## config.mk

```make
export PLATFORM = sky130hd
export DESIGN_NAME = stack_and_exchange_exec
export DESIGN_NICKNAME = d
export VERILOG_FILES = /design/src/verilog/stack_exchange_pkg.sv /design/src/verilog/stack_and_exchange_exec.sv
export SDC_FILE = /design/constraint.sdc
export NUM_CORES = 1
export LEC_CHECK = 0
export BUFFER_PORTS_ARGS = -buffer_cell sky130_fd_sc_hd__clkbuf_2
export CORE_MARGIN = 10
export CORE_UTILIZATION = 59
export CTS_BUF_LIST = sky130_fd_sc_hd__clkbuf_8 sky130_fd_sc_hd__clkbuf_16
export DETAILED_ROUTE_END_ITERATION = 10
export PLACE_DENSITY = 0.87
export SYNTH_ARGS = -nofsm -noshare
export SYNTH_HDL_FRONTEND = slang
export SYNTH_SLANG_ARGS = --single-unit
export TNS_END_PERCENT = 1
```

## constraint.sdc

```tcl
create_clock -name ref_clk -period 11.1 [get_ports ref_clk]
set_clock_uncertainty 0.05 [all_clocks]
set_input_delay 2.775 -clock ref_clk [delete_from_list [all_inputs] [get_ports ref_clk]]
set_output_delay 2.775 -clock ref_clk [all_outputs]
set_load 0.02 [all_outputs]
```

## src/verilog/stack_exchange_pkg.sv

```systemverilog
/*
  Constants, types and timing tables for the stack and exchange execution unit.
  Assumes one clock state of the instruction timing per ref_clk cycle.
*/
// Overview of operation
// - DD E5 pushes first index, high first.
// - FD E5 pushes second index identically.
// - Index push takes 4,5,3,3 states.
// - Stack pointer addresses every stack transfer.
// - Pair pop: low byte, increment, high, increment.
// - Pair field: 00,01,10 general, 11 accumulator-flags.
// - Pair pop takes 4,3,3 states.
// - DD E1 pops first index, low first.
// - FD E1 pops second index identically.
// - Index pop takes 4,4,3,3 states.
// - Only 08 and the accumulator-flags pair pop alter flags.
// - EB swaps second and third pairs.
// - 08 swaps accumulator-flags with alternate copy.
// - Bank swap exchanges three pairs with alternates.
// - Register swaps take one 4-state cycle.
// - E3 swaps third pair with stack top.
// - Stack-top swap takes 4,3,4,3,5 states.
// - Pair push: decrement, high, decrement, low; 5,3,3.
package stack_exchange_pkg;

  // ----------------------------------------------------------------
  // Opcode bytes
  // ----------------------------------------------------------------
  localparam logic [7:0] PREFIX_FIRST_INDEX  = 8'hdd;
  localparam logic [7:0] PREFIX_SECOND_INDEX = 8'hfd;
  localparam logic [7:0] OPC_PUSH_INDEX      = 8'he5;
  localparam logic [7:0] OPC_POP_INDEX       = 8'he1;
  localparam logic [7:0] OPC_SWAP_DE_HL      = 8'heb;
  localparam logic [7:0] OPC_SWAP_AF         = 8'h08;
  localparam logic [7:0] OPC_BANK_SWAP       = 8'hd9;
  localparam logic [7:0] OPC_SWAP_SP_HL      = 8'he3;
  localparam logic [7:0] PAIR_OP_MASK        = 8'hcf;
  localparam logic [7:0] OPC_PUSH_PAIR       = 8'hc5;
  localparam logic [7:0] OPC_POP_PAIR        = 8'hc1;
  localparam int         PAIR_FIELD_LSB      = 4;

  localparam logic [1:0] SEL_FIRST  = 2'b00;
  localparam logic [1:0] SEL_SECOND = 2'b01;
  localparam logic [1:0] SEL_THIRD  = 2'b10;
  localparam logic [1:0] SEL_ACCUM  = 2'b11;

  // ----------------------------------------------------------------
  // Machine cycle lengths in clock states, entry m at bits [3m+2:3m]
  // ----------------------------------------------------------------
  localparam logic [14:0] MLEN_PUSH_PAIR  = {3'd0, 3'd0, 3'd3, 3'd3, 3'd5};
  localparam logic [14:0] MLEN_PUSH_INDEX = {3'd0, 3'd3, 3'd3, 3'd5, 3'd4};
  localparam logic [14:0] MLEN_POP_PAIR   = {3'd0, 3'd0, 3'd3, 3'd3, 3'd4};
  localparam logic [14:0] MLEN_POP_INDEX  = {3'd0, 3'd3, 3'd3, 3'd4, 3'd4};
  localparam logic [14:0] MLEN_REG_SWAP   = {3'd0, 3'd0, 3'd0, 3'd0, 3'd4};
  localparam logic [14:0] MLEN_SWAP_SP_HL = {3'd5, 3'd3, 3'd4, 3'd3, 3'd4};
  localparam logic [2:0]  MCNT_PAIR_STACK  = 3'd3;
  localparam logic [2:0]  MCNT_INDEX_STACK = 3'd4;
  localparam logic [2:0]  MCNT_REG_SWAP    = 3'd1;
  localparam logic [2:0]  MCNT_SWAP_SP_HL  = 3'd5;

  // Stack pointer offsets and steps as two-bit signed codes.
  localparam logic [1:0] OFS_ZERO  = 2'b00;
  localparam logic [1:0] OFS_PLUS  = 2'b01;
  localparam logic [1:0] OFS_MINUS = 2'b11;

  localparam logic [15:0] REG_RESET = 16'h0000;

  // ----------------------------------------------------------------
  // Types
  // ----------------------------------------------------------------
  typedef enum logic [3:0] {
    op_none, op_push_pair, op_push_ix, op_push_iy, op_pop_pair, op_pop_ix,
    op_pop_iy, op_swap_de_hl, op_swap_af, op_bank_swap, op_swap_sp_hl
  } op_t;

  typedef enum logic {st_idle = 1'b0, st_run = 1'b1} exec_state_t;

  typedef struct packed {
    logic [15:0] first_general_pair;
    logic [15:0] second_general_pair;
    logic [15:0] third_general_pair;
    logic [15:0] accum_flags_pair;
    logic [15:0] alternate_first_pair;
    logic [15:0] alternate_second_pair;
    logic [15:0] alternate_third_pair;
    logic [15:0] alternate_accum_flags_pair;
    logic [15:0] first_index_register;
    logic [15:0] second_index_register;
    logic [15:0] stack_pointer;
  } regs_t;

  typedef struct packed {
    logic [15:0] addr;
    logic [7:0]  wdata;
    logic        rd;
    logic        wr;
  } mem_req_t;

  typedef struct packed {
    logic       rd;
    logic       wr;
    logic       hi;
    logic [1:0] ofs;
    logic [1:0] step;
  } access_t;

endpackage

```

## src/verilog/stack_and_exchange_exec.sv

```systemverilog
/*
  Execution unit for stack store, stack load and exchange instructions.
  Assumes the caller presents the whole opcode with start while idle and
  that memory answers a read by the last clock state of the read cycle.
*/
`timescale 1ns/1ps
module stack_and_exchange_exec
  import stack_exchange_pkg::*;
(
  // Clock and reset
  input  wire logic       ref_clk,
  input  wire logic       rst_n,
  // Instruction request
  input  wire logic       start,
  input  wire logic [7:0] prefix,
  input  wire logic [7:0] opcode,
  // Register file preload
  input  wire logic       load_en,
  input  wire regs_t      load_value,
  // Memory bus
  input  wire logic [7:0] mem_rdata,
  output mem_req_t        mem,
  // Status and register file
  output regs_t           regs,
  output logic            busy,
  output logic            done
);

  // ----------------------------------------------------------------
  // Decode and tables
  // ----------------------------------------------------------------
  function automatic op_t decode(input logic [7:0] pre, input logic [7:0] opc);
    op_t r;
    r = op_none;
    if (pre == PREFIX_FIRST_INDEX || pre == PREFIX_SECOND_INDEX) begin
      if (opc == OPC_PUSH_INDEX) begin
        r = (pre == PREFIX_FIRST_INDEX) ? op_push_ix : op_push_iy;
      end else if (opc == OPC_POP_INDEX) begin
        r = (pre == PREFIX_FIRST_INDEX) ? op_pop_ix : op_pop_iy;
      end
    end else if ((opc & PAIR_OP_MASK) == OPC_PUSH_PAIR) begin
      r = op_push_pair;
    end else if ((opc & PAIR_OP_MASK) == OPC_POP_PAIR) begin
      r = op_pop_pair;
    end else if (opc == OPC_SWAP_DE_HL) begin
      r = op_swap_de_hl;
    end else if (opc == OPC_SWAP_AF) begin
      r = op_swap_af;
    end else if (opc == OPC_BANK_SWAP) begin
      r = op_bank_swap;
    end else if (opc == OPC_SWAP_SP_HL) begin
      r = op_swap_sp_hl;
    end
    return r;
  endfunction

  function automatic logic [14:0] mlen_table(input op_t o);
    case (o)
      op_push_pair:             mlen_table = MLEN_PUSH_PAIR;
      op_push_ix, op_push_iy:   mlen_table = MLEN_PUSH_INDEX;
      op_pop_pair:              mlen_table = MLEN_POP_PAIR;
      op_pop_ix, op_pop_iy:     mlen_table = MLEN_POP_INDEX;
      op_swap_sp_hl:            mlen_table = MLEN_SWAP_SP_HL;
      default:                  mlen_table = MLEN_REG_SWAP;
    endcase
  endfunction

  function automatic logic [2:0] mcount(input op_t o);
    case (o)
      op_push_pair, op_pop_pair:                   mcount = MCNT_PAIR_STACK;
      op_push_ix, op_push_iy, op_pop_ix, op_pop_iy: mcount = MCNT_INDEX_STACK;
      op_swap_sp_hl:                               mcount = MCNT_SWAP_SP_HL;
      default:                                     mcount = MCNT_REG_SWAP;
    endcase
  endfunction

  // Memory access of machine cycle m; the index forms spend one extra
  // opcode cycle before the first transfer.
  function automatic access_t access(input op_t o, input logic [2:0] m);
    access_t a;
    logic [2:0] k;
    a = '0;
    k = m;
    if (o == op_push_ix || o == op_push_iy || o == op_pop_ix || o == op_pop_iy) begin
      k = m - 3'd1;
    end
    case (o)
      op_push_pair, op_push_ix, op_push_iy: begin
        if (k == 3'd1 || k == 3'd2) begin
          a.wr   = 1'b1;
          a.hi   = (k == 3'd1);
          a.ofs  = OFS_MINUS;
          a.step = OFS_MINUS;
        end
      end
      op_pop_pair, op_pop_ix, op_pop_iy: begin
        if (k == 3'd1 || k == 3'd2) begin
          a.rd   = 1'b1;
          a.hi   = (k == 3'd2);
          a.ofs  = OFS_ZERO;
          a.step = OFS_PLUS;
        end
      end
      op_swap_sp_hl: begin
        if (k != 3'd0) begin
          a.rd  = (k == 3'd1 || k == 3'd2);
          a.wr  = (k == 3'd3 || k == 3'd4);
          a.hi  = (k == 3'd2 || k == 3'd3);
          a.ofs = a.hi ? OFS_PLUS : OFS_ZERO;
        end
      end
      default: a = '0;
    endcase
    return a;
  endfunction

  function automatic logic [15:0] get_pair(input regs_t r, input logic [1:0] s);
    case (s)
      SEL_FIRST:  get_pair = r.first_general_pair;
      SEL_SECOND: get_pair = r.second_general_pair;
      SEL_THIRD:  get_pair = r.third_general_pair;
      default:    get_pair = r.accum_flags_pair;
    endcase
  endfunction

  // ----------------------------------------------------------------
  // State
  // ----------------------------------------------------------------
  exec_state_t state, next_state;
  op_t         op, next_op;
  logic [1:0]  pair_sel, next_pair_sel;
  logic [2:0]  mcyc, next_mcyc;
  logic [2:0]  tst, next_tst;
  logic [15:0] tmp, next_tmp;
  regs_t       next_regs;
  mem_req_t    next_mem;
  logic        next_busy;
  logic        next_done;

  access_t     acc;
  access_t     acc_next;
  logic [14:0] mlens;
  logic [2:0]  cur_len;
  logic [15:0] src;

  // ----------------------------------------------------------------
  // Per-cycle lookups
  // ----------------------------------------------------------------
  // Kept apart from the sequencer so the tables stay a pure decode of op.
  always_comb begin
    acc      = access(op, mcyc);
    acc_next = access(op, mcyc + 3'd1);
    mlens    = mlen_table(op);
    cur_len  = mlens[3*mcyc +: 3];
    case (op)
      op_push_ix:    src = regs.first_index_register;
      op_push_iy:    src = regs.second_index_register;
      op_swap_sp_hl: src = regs.third_general_pair;
      default:       src = get_pair(regs, pair_sel);
    endcase
  end

  // ----------------------------------------------------------------
  // Next-state logic
  // ----------------------------------------------------------------
  always_comb begin
    next_state    = state;
    next_op       = op;
    next_pair_sel = pair_sel;
    next_mcyc     = mcyc;
    next_tst      = tst;
    next_tmp      = tmp;
    next_regs     = regs;
    next_mem      = mem;
    next_busy     = busy;
    next_done     = 1'b0;
    case (state)
      st_idle: begin
        if (start && decode(prefix, opcode) != op_none) begin
          next_op       = decode(prefix, opcode);
          next_pair_sel = opcode[PAIR_FIELD_LSB +: 2];
          next_mcyc     = 3'd0;
          next_tst      = 3'd0;
          next_state    = st_run;
          next_busy     = 1'b1;
        end else if (load_en) begin
          next_regs = load_value;
        end
      end
      st_run: begin
        if (tst != cur_len - 3'd1) begin
          next_tst = tst + 3'd1;
        end else begin
          if (acc.rd) begin
            if (acc.hi) begin
              next_tmp[15:8] = mem_rdata;
            end else begin
              next_tmp[7:0] = mem_rdata;
            end
          end
          // Address arithmetic is 16 bits wide, so it wraps.
          next_regs.stack_pointer = regs.stack_pointer + {{14{acc.step[1]}}, acc.step};
          next_mem.rd = 1'b0;
          next_mem.wr = 1'b0;
          if (mcyc == mcount(op) - 3'd1) begin
            next_state = st_idle;
            next_busy  = 1'b0;
            next_done  = 1'b1;
            // Only the accumulator-flags swap and the accumulator-flags pop touch the flags register.
            case (op)
              op_pop_pair: begin
                case (pair_sel)
                  SEL_FIRST:  next_regs.first_general_pair  = next_tmp;
                  SEL_SECOND: next_regs.second_general_pair = next_tmp;
                  SEL_THIRD:  next_regs.third_general_pair  = next_tmp;
                  default:    next_regs.accum_flags_pair    = next_tmp;
                endcase
              end
              op_pop_ix:     next_regs.first_index_register  = next_tmp;
              op_pop_iy:     next_regs.second_index_register = next_tmp;
              op_swap_sp_hl: next_regs.third_general_pair    = tmp;
              op_swap_de_hl: begin
                next_regs.second_general_pair = regs.third_general_pair;
                next_regs.third_general_pair  = regs.second_general_pair;
              end
              op_swap_af: begin
                next_regs.accum_flags_pair           = regs.alternate_accum_flags_pair;
                next_regs.alternate_accum_flags_pair = regs.accum_flags_pair;
              end
              op_bank_swap: begin
                next_regs.first_general_pair    = regs.alternate_first_pair;
                next_regs.alternate_first_pair  = regs.first_general_pair;
                next_regs.second_general_pair   = regs.alternate_second_pair;
                next_regs.alternate_second_pair = regs.second_general_pair;
                next_regs.third_general_pair    = regs.alternate_third_pair;
                next_regs.alternate_third_pair  = regs.third_general_pair;
              end
              default: next_regs = next_regs;
            endcase
          end else begin
            next_mcyc = mcyc + 3'd1;
            next_tst  = 3'd0;
            // The address uses the pointer as it stands after this cycle's step.
            next_mem.addr  = next_regs.stack_pointer + {{14{acc_next.ofs[1]}}, acc_next.ofs};
            next_mem.wdata = acc_next.hi ? src[15:8] : src[7:0];
            next_mem.rd    = acc_next.rd;
            next_mem.wr    = acc_next.wr;
          end
        end
      end
      default: next_state = st_idle;
    endcase
  end

  // ----------------------------------------------------------------
  // Sequencer registers
  // ----------------------------------------------------------------
  always_ff @(posedge ref_clk or negedge rst_n) begin
    if (!rst_n) begin
      state    <= st_idle;
      op       <= op_none;
      pair_sel <= SEL_FIRST;
      mcyc     <= 3'd0;
      tst      <= 3'd0;
    end else begin
      state    <= next_state;
      op       <= next_op;
      pair_sel <= next_pair_sel;
      mcyc     <= next_mcyc;
      tst      <= next_tst;
    end
  end

  // ----------------------------------------------------------------
  // Register file and holding register
  // ----------------------------------------------------------------
  // A popped word waits in tmp, so no pair ever shows a half-loaded value.
  always_ff @(posedge ref_clk or negedge rst_n) begin
    if (!rst_n) begin
      tmp  <= REG_RESET;
      regs <= '0;
    end else begin
      tmp  <= next_tmp;
      regs <= next_regs;
    end
  end

  // ----------------------------------------------------------------
  // Bus and status outputs
  // ----------------------------------------------------------------
  // Strobes are rebuilt at every machine-cycle boundary from the next access.
  always_ff @(posedge ref_clk or negedge rst_n) begin
    if (!rst_n) begin
      mem  <= '0;
      busy <= 1'b0;
      done <= 1'b0;
    end else begin
      mem  <= next_mem;
      busy <= next_busy;
      done <= next_done;
    end
  end

endmodule // stack_and_exchange_exec

```

==> impl_results.md, run 1 <==
- Effective utilization at floorplan: 60.1%
- Post-Syn Area per Cell: roughly 9.1 µm²
- Clock period minus worst slack: ~6600 ps
- Routed via count divided by cell count: 7.07
- Clock buffer count from CTS: 27
- Final setup violating endpoints: 0
- Fraction of layout instances using a drive strength above 1: 33.3%
- Synthesized Nets: about 2.0k
- Final setup slack of the worst path: between 4000 and 5000 ps
- DR WL/cell: around 28 µm
- Diode insertion count for antenna repair: 0
- Power density over the cells: 339 nW/µm²
- Met1 Use GR: ~45%
- Latest clock arrival within the worst-skew pair: ~560 ps
- Static Leakage: slightly above 8 nW
- Crit. End Element: flip-flop
- Post-CTS Hold Buffers: 0
- First-pass GRT wire length: between 90,000 and 100,000 µm
- Tightest slew margin relative to the limit: a little over a tenth
- Leading cell type in the layout, fill and taps excluded: clkbuf_2
- GRT met3 Usage: about 11%
- Net Sw Power: ~3.2 mW
- Highest clock rate: approximately 0.15 GHz
- Vias in the first global route: between 15k and 20k
- Grt met2 use: approximately three fifths
- Number of DRC markers after the initial detailed-route iteration: approximately 2.8k
- Pre-CTS setup slack: 4760 ps
- Clock root cell: clkbuf_16
- Commonest register cell after synthesis: dfrtp_1
- Largest fanout of any net on the critical path: 18
- Yosys reg bits: roughly 230
- Total iterations of the first detailed-routing run: 8
- Setup repair after global routing missed its margin: no
- Number of routed nets with antenna violations: 0
- Setup TNS after final layout: 0 ps
- Placed wire-length estimate after detailed placement: between 40,000 and 50,000 µm
- Post-cts gate resize count: 0
- Period Utilization, post-route: roughly 60%
- Die extent in x: 183 µm
- Number of nets at the end of the flow: 2,276
- Switching share of power: 50.5%
- Total track usage: between 30% and 40%
- Number of H-tree levels: 1
- Cell internal power dissipation: between 3 and 4 mW
- Number of fill cells in the layout: around 2.0k
- Via total after detailed routing: ~17k
- Reg area: 5830 µm²
- Clk sink count: 233
- Number of buffers inserted by port buffering: slightly above 400
- Synth-to-layout area growth: 18.7%
- Residual overflow from global routing: 0
- Post-CTS setup-driven buffer insertion count: 0
- TritonCTS clock tree: yes
- Std-Cell Core Area: 26,100 µm²
- Data arrival at the endpoint of the critical path: between 7000 and 8000 ps
- Y dimension of the die: about 180 µm
- Worst-case clock buffer depth: 3
- Startpoint type of the worst setup path: flip-flop
- Final count of pins violating max slew: 0
- Largest net degree at the start of global routing: between 90 and 100
- Comb pwr share: 55.3%
- # IOs: 408
- Required time of the critical path: 11,500 ps
- Commonest non-fill, non-tap cells in the layout: 406 x clkbuf_2, 232 x dfrtp_1, 211 x nor2_1
- PnR Total Power: ~6.3 mW
- Cell variety after synth: 89
- Run status: complete, no violations
- Cell count after synthesis: approximately 1.7k
- GR peak layer: met2
- Number of enable-type register cells in the synthesized netlist: 0
- Netlist Area Pre-Place: 15,700 µm²
- Worst supply voltage drop on vdd: 0.238 mV
- DRC violations left: 0
- Total wire length after detailed routing: approximately 67,000 µm
- Worst hold path class: flip-flop to flip-flop
- Proportion of power drawn by flip-flops and latches: ~30%
- Number of violations of the max-capacitance limit: 0
- Power share of the clock group: between 10% and 20%
- Worst Max-Slew Pin Slew: roughly 1300 ps
- Kind of critical path: flip-flop to flip-flop
- Sequential-to-total area share from yosys stat: between 30% and 40%
- R2R setup slack: approximately 4500 ps
- Ys Warns: 0
- Count of standard-cell rows: 59
- Async SR Flop Fraction: 100%
- Number of antenna violations at the first check in global routing: 1
- Multi-input combinational cell area: approximately 9200 µm²
- Die Footprint: approximately 34,000 µm²
- Clock transition at the registers of the reported paths: 60 ps
- Final-report hold violation count: 0
- Routability-driven placement congestion ratio: between 0.9 and 1
## power groups by stage
| stage | Combinational (mW) | Clock (mW) | Sequential, mW |
|---|---|---|---|
| CTS | 3.44 | 0.902 | 1.86 |
| global route | 3.73 | 0.934 | 1.92 |
| finish | 3.50 | 0.911 | 1.92 |
| floorplan | 2.01 | 0 | 2.00 |
| global placement | 3.33 | 0 | 1.84 |
| detailed placement | 3.42 | 0 | 1.86 |
## final timing paths
kind | from | to | cells past startpoint
worst max-delay path | mcyc[0] | mem[24] | 19
worst min-delay path | busy | busy | 2
min in group asynchronous | rst_n | regs[104] | 1
max in group asynchronous | rst_n | state | 2
worst max register to register | mcyc[0] | mem[24] | 19
worst min register to register | busy | busy | 2
## logic make-up (layout without fill, tap and decap cells)
kind of cell | count (synthesis) | in the layout | share of synthesized area [%]
adder cells (fa/ha/maj) | 39 | 39 | 3.18
buffers and inverters | 166 | 497 | 4.48
flip-flops | 233 | 233 | 37.1
AO/OA/AOI/OAI | 617 | 617 | 26.9
multiplexers | 112 | 112 | 9.25
XOR/XNOR | 38 | 38 | 2.12
AND/OR/NAND/NOR | 518 | 518 | 16.9
## through the flow
stage | utilization [%] | instances | area, µm² | hold WS, ps
finish | 71.3 | 2389 | 18600 | 436
global route | 71.3 | 2389 | 18600 | 473
CTS | 71.3 | 2389 | 18600 | 441
detailed placement | 67.9 | 2341 | 17700 | 424
global placement | 67.9 | 2341 | 17700 | 412
floorplan | - | 1723 | 15700 | 446
## per-layer routing
layer	vias up	share of wire [%]	routed length (µm)
met2	1401	45	29900
met4	0	8.2	5530
met5	-	0	0
met3	344	13	8470
met1	8000	35	23300
li1	7148	-	-
## area by class of cell
cell class                      instances  area share, %
Multi-Input combinational cell       1324           49.4
Sequential cell                       233           31.3
Timing Repair Buffer                  428           11.8
Clock buffer                           36           4.29
Tap cell                              335           2.25
Clock inverter                         12          0.503
Inverter                               21          0.430
## synth_stat cells (12+ instances only)
cell type  instances  area [µm²]
a221oi_1          17         149
inv_1             21        78.8
nand3b_1          13        97.6
a31o_2            12         105
xor2_1            16         140
a22oi_1           17         128
mux2_2            65         732
xnor2_1           22         193
a21oi_1          145         726
a222oi_1          16         160
o21ai_1           13        65.1
nor2b_1           18         113
clkbuf_1          90         338
a21o_1            26         195
a31oi_1           42         263
mux4_2            16         360
buf_1             16        60.1
o211ai_1          18         135
dfrtp_1          233        5830
o21ai_0          149         746
nor3b_1           65         488
nand2_1           69         259
nor3_1            18        90.1
buf_2             30         150
ha_1              35         438
a32o_1            16         160
nand3_1           39         195
o221a_2           65         732
mux2i_1           21         210
o22ai_1           19         119
nor2_1           213         800
## critical path, cell delays in order (launching register included)
cell and delay (ps):
dfrtp_1 750, inv_1 250, ha_1 510, xnor2_1 180, a2111oi_0 510, o21ai_1 280
inv_1 490, ha_1 380, a21o_1 200, a21oi_1 270, o21bai_1 90, a21oi_1 200
xnor2_1 120, ha_1 250, a2111oi_0 820, o311ai_0 370, a31o_2 310, a21oi_1 160
xnor2_1 80, mux2_2 260
## state kept, by name (all words and copies together) (netlist names)
signal	count
pair_sel	2
op	4
busy	1
state	1
mcyc	3
mem	26
regs	176
tmp	16
done	1
tst	3
Power figures use the tool's default switching activity.
==> inputs of run 2 (changes only) <==
--- a/config.mk
+++ b/config.mk
@@ -7,10 +7,10 @@
 export LEC_CHECK = 0
 export BUFFER_PORTS_ARGS = -buffer_cell sky130_fd_sc_hd__clkbuf_2
 export CORE_MARGIN = 10
-export CORE_UTILIZATION = 59
+export CORE_UTILIZATION = 54
 export CTS_BUF_LIST = sky130_fd_sc_hd__clkbuf_8 sky130_fd_sc_hd__clkbuf_16
 export DETAILED_ROUTE_END_ITERATION = 10
-export PLACE_DENSITY = 0.87
+export PLACE_DENSITY = 0.8
 export SYNTH_ARGS = -nofsm -noshare
 export SYNTH_HDL_FRONTEND = slang
 export SYNTH_SLANG_ARGS = --single-unit
==> constraint.sdc (replaced) <==
create_clock -name ref_clk -period 6.61 [get_ports ref_clk]
set_clock_uncertainty 0.05 [all_clocks]
set_input_delay 1.6525 -clock ref_clk [delete_from_list [all_inputs] [get_ports ref_clk]]
set_output_delay 1.6525 -clock ref_clk [all_outputs]
set_load 0.02 [all_outputs]
==> run 2 against run 1 <==
Effect of this change:
- global-route usage decreased by 2.4 points
- sequential cell count unchanged
- routed wire length increased by 0.50%
- critical path depth increased by 1
- via count decreased by 2.0%
- combinational power increased by 68%
- clock-buffer cell count decreased by 5
- maximum frequency increased by 12%
- hold slack improved by 7.5 ps
- critical path type unchanged
- highest routed layer is now met5
==> impl_results.md, run 2 (same netlist as run 1, synthesis figures left out) <==
- Via total after detailed routing: 16.6k (-2.0%)
- Non-filler instance count after layout: 2,450 (+2.6%)
- Net Sw Power: 5.32 mW (+67%)
- Number of buffers inserted by port buffering: 407 (unchanged)
- Number of violations of the max-capacitance limit: 0 (unchanged)
- Power share of the clock group: 14.1% (-0.3 points)
- Post-CTS setup-driven buffer insertion count: 0 (unchanged)
- # IOs: 408 (unchanged)
- Leading cell type in the layout, fill and taps excluded: clkbuf_2
- Largest registers in the final layout: regs: 176 flops, mem: 26 flops, tmp: 16 flops
- Worst-case clock buffer depth: 3 (unchanged)
- Cell internal power dissipation: 5.26 mW (+68%)
- Count of standard-cell rows: 62 (+5.1%)
- Effective utilization at floorplan: 54.7% (-5.4 points)
- Comb pwr share: 55.6% (+0.3 points)
- Placed wire-length estimate after detailed placement: 49,700 µm (+2.2%)
- First-pass GRT wire length: 101,000 µm (+1.1%)
- Setup repair after global routing missed its margin: no
- Tightest slew margin relative to the limit: 25.4% (+15 points)
- Switching share of power: 50.3% (-0.22 points)
- End point of the critical path: mem[24]
- Power density over the cells: 563 nW/µm² (+66%)
- Routability-driven placement congestion ratio: 0.992 (+0.47%)
- Destination of the worst register-to-register timing path: mem[24]
- Number of fill cells in the layout: 2,412 (+20%)
- Clock period minus worst slack: 5910 ps (-734 ps)
- Largest net degree at the start of global routing: 125 (+34%)
- Number of DRC markers after the initial detailed-route iteration: 2,132 (-25%)
- Largest register FFs: 176 (unchanged)
- Number of antenna violations at the first check in global routing: 3 (+2)
- Post-cts gate resize count: 0 (unchanged)
- Worst Max-Slew Pin Slew: 1120 ps (-216 ps)
- Data arrival at the endpoint of the critical path: 6290 ps (-750 ps)
- Total wire length after detailed routing: 67,500 µm (+0.50%)
- Worst supply voltage drop on vdd: 0.297 mV (+25%)
- Final-report hold violation count: 0 (unchanged)
- Post-Place Cell Area: 17,900 µm² (+0.97%)
- Clk sink count: 233 (unchanged)
- Number of nets at the end of the flow: 2,287 (+0.48%)
- Startpoint of the worst setup timing path: mcyc[1]
- Register name with the most flops: regs
- Multi-input combinational cell area: 9210 µm² (about the same)
- Total iterations of the first detailed-routing run: 9 (+1)
- Largest fanout of any net on the critical path: 11 (-7)
- Required time of the critical path: 6990 ps (-4510 ps)
- Total track usage: 35.7% (-2.4 points)
- Run status: complete, no violations
- Reg area: 5830 µm² (unchanged)
- Vias in the first global route: 16.2k (-1.1%)
- Final setup violating endpoints: 0 (unchanged)
- Number of routed nets with antenna violations: 0 (unchanged)
- Y dimension of the die: 191 µm (+4.0%)
- Setup TNS after final layout: 0 ps (unchanged)
- Commonest non-fill, non-tap cells in the layout: 406 x clkbuf_2, 232 x dfrtp_1, 210 x nor2_1
- Static Leakage: 8.16 nW (+0.63%)
- Synth-to-layout area growth: 19.6%
- Worst hold path class: flip-flop to flip-flop
- Number of H-tree levels: 1 (unchanged)
- PnR Total Power: 10.6 mW (+67%)
- Kind of critical path: flip-flop to flip-flop
- Clock root cell: clkbuf_16
- Die Footprint: 36,300 µm² (+8.2%)
- Placed Cells incl. Taps: 2,402 (+2.6%)
- TritonCTS clock tree: yes
- DR WL/cell: 27.5 µm (-2.0%)
- Std-Cell Core Area: 28,700 µm² (+9.8%)
- Proportion of power drawn by flip-flops and latches: 30.3% (about the same)
- Period Utilization, post-route: 89.4% (+30 points)
- Logic depth of the worst register-to-register path: 20 (+1)
- Die extent in x: 191 µm (+4.0%)
- Clock transition at the registers of the reported paths: 60 ps (about the same)
- Routed via count divided by cell count: 6.76 (-4.4%)
- DRC violations left: 0 (unchanged)
- Latest clock arrival within the worst-skew pair: 550 ps (about the same)
- Highest clock rate: 0.169 GHz (+12%)
- R2R setup slack: 700 ps (-3760 ps)
- Residual overflow from global routing: 0 (unchanged)
- R2r startpoint: mcyc[1]
- Post-CTS Hold Buffers: 0 (unchanged)
- Finished Cell Area: 18,800 µm² (+0.77%)
- Startpoint type of the worst setup path: flip-flop
- Fraction of layout instances using a drive strength above 1: 33.7% (+0.36 points)
- Final count of pins violating max slew: 0 (unchanged)
- Clock buffer count from CTS: 26 (-3.7%)
- Crit. End Element: flip-flop
==> run 2: cell count changes in the layout (fill, tap and decap cells not counted), sizes merged <==
cell    delta
buf       +12
clkbuf     -5
clkinv     +4
bufinv     +1
diode      +1
inv        -1
==> run 2: how the worst min path moves through the flow <==
| stage | endpoint | depth (start not counted) | slack (ps) | from |
|---|---|---|---|---|
| 2_1_floorplan | tmp[0] | 1 | 450 | tmp[0] |
| 3_3_place_gp | busy | 2 | 410 | busy |
| 3_5_place_dp | busy | 2 | 440 | busy |
| 4_1_cts | busy | 2 | 460 | busy |
| 5_1_grt | mem[15] | 1 | 480 | mem[15] |
| 6_report | busy | 2 | 440 | busy |
==> run 2: final cells by class <==
class	count	share of cell area, %
diodes	1	0.0133
inverters	21	0.426
well taps	384	2.56
flip-flops and latches	233	31.1
multi-input cells	1324	49.1
repair buffers	440	12.3
clock buffers	31	3.89
clock inverters	16	0.700
==> run 2: power by group through the flow <==
stage | clock network, mW | registers, mW | logic (mW)
2_1_floorplan | 0 | 3.37 | 3.38
6_report | 1.49 | 3.21 | 5.89
3_5_place_dp | 0 | 3.15 | 5.78
4_1_cts | 1.49 | 3.13 | 5.82
3_3_place_gp | 0 | 3.12 | 5.66
5_1_grt | 1.55 | 3.24 | 6.32
==> run 2: critical path: stages, from the launching register on <==
cell and delay [ps]:
dfrtp_1 370, inv_1 180, ha_1 400, xnor2_1 180, a2111oi_0 590, o21ai_1 300
inv_1 290, ha_1 300, a211oi_1 420, o21ai_0 210, a31oi_1 360, o21ai_0 170
xor2_1 180, ha_1 370, and3_1 190, a21oi_1 140, o311ai_0 230, a31o_2 290
a21oi_1 200, xnor2_1 80, mux2_2 260
==> run 2: through the flow <==
step / utilization (%) / setup slack, ps / hold WS [ps]
final: 65.4 / 699 / 444
after global routing: 65.4 / 366 / 478
after CTS: 65.4 / 706 / 456
after detailed placement: 62.4 / 728 / 439
after global placement: 62.4 / 952 / 414
after floorplan: - / 1310 / 446
==> run 2: routing by layer <==
metal,vias to the layer above,share of wire (%),global-route usage (%)
met3,281,12,11.3
met4,2,6.9,21.0
met5,-,0.015,0
met1,7997,35,42.1
met2,1103,46,56.3
li1,7172,-,-
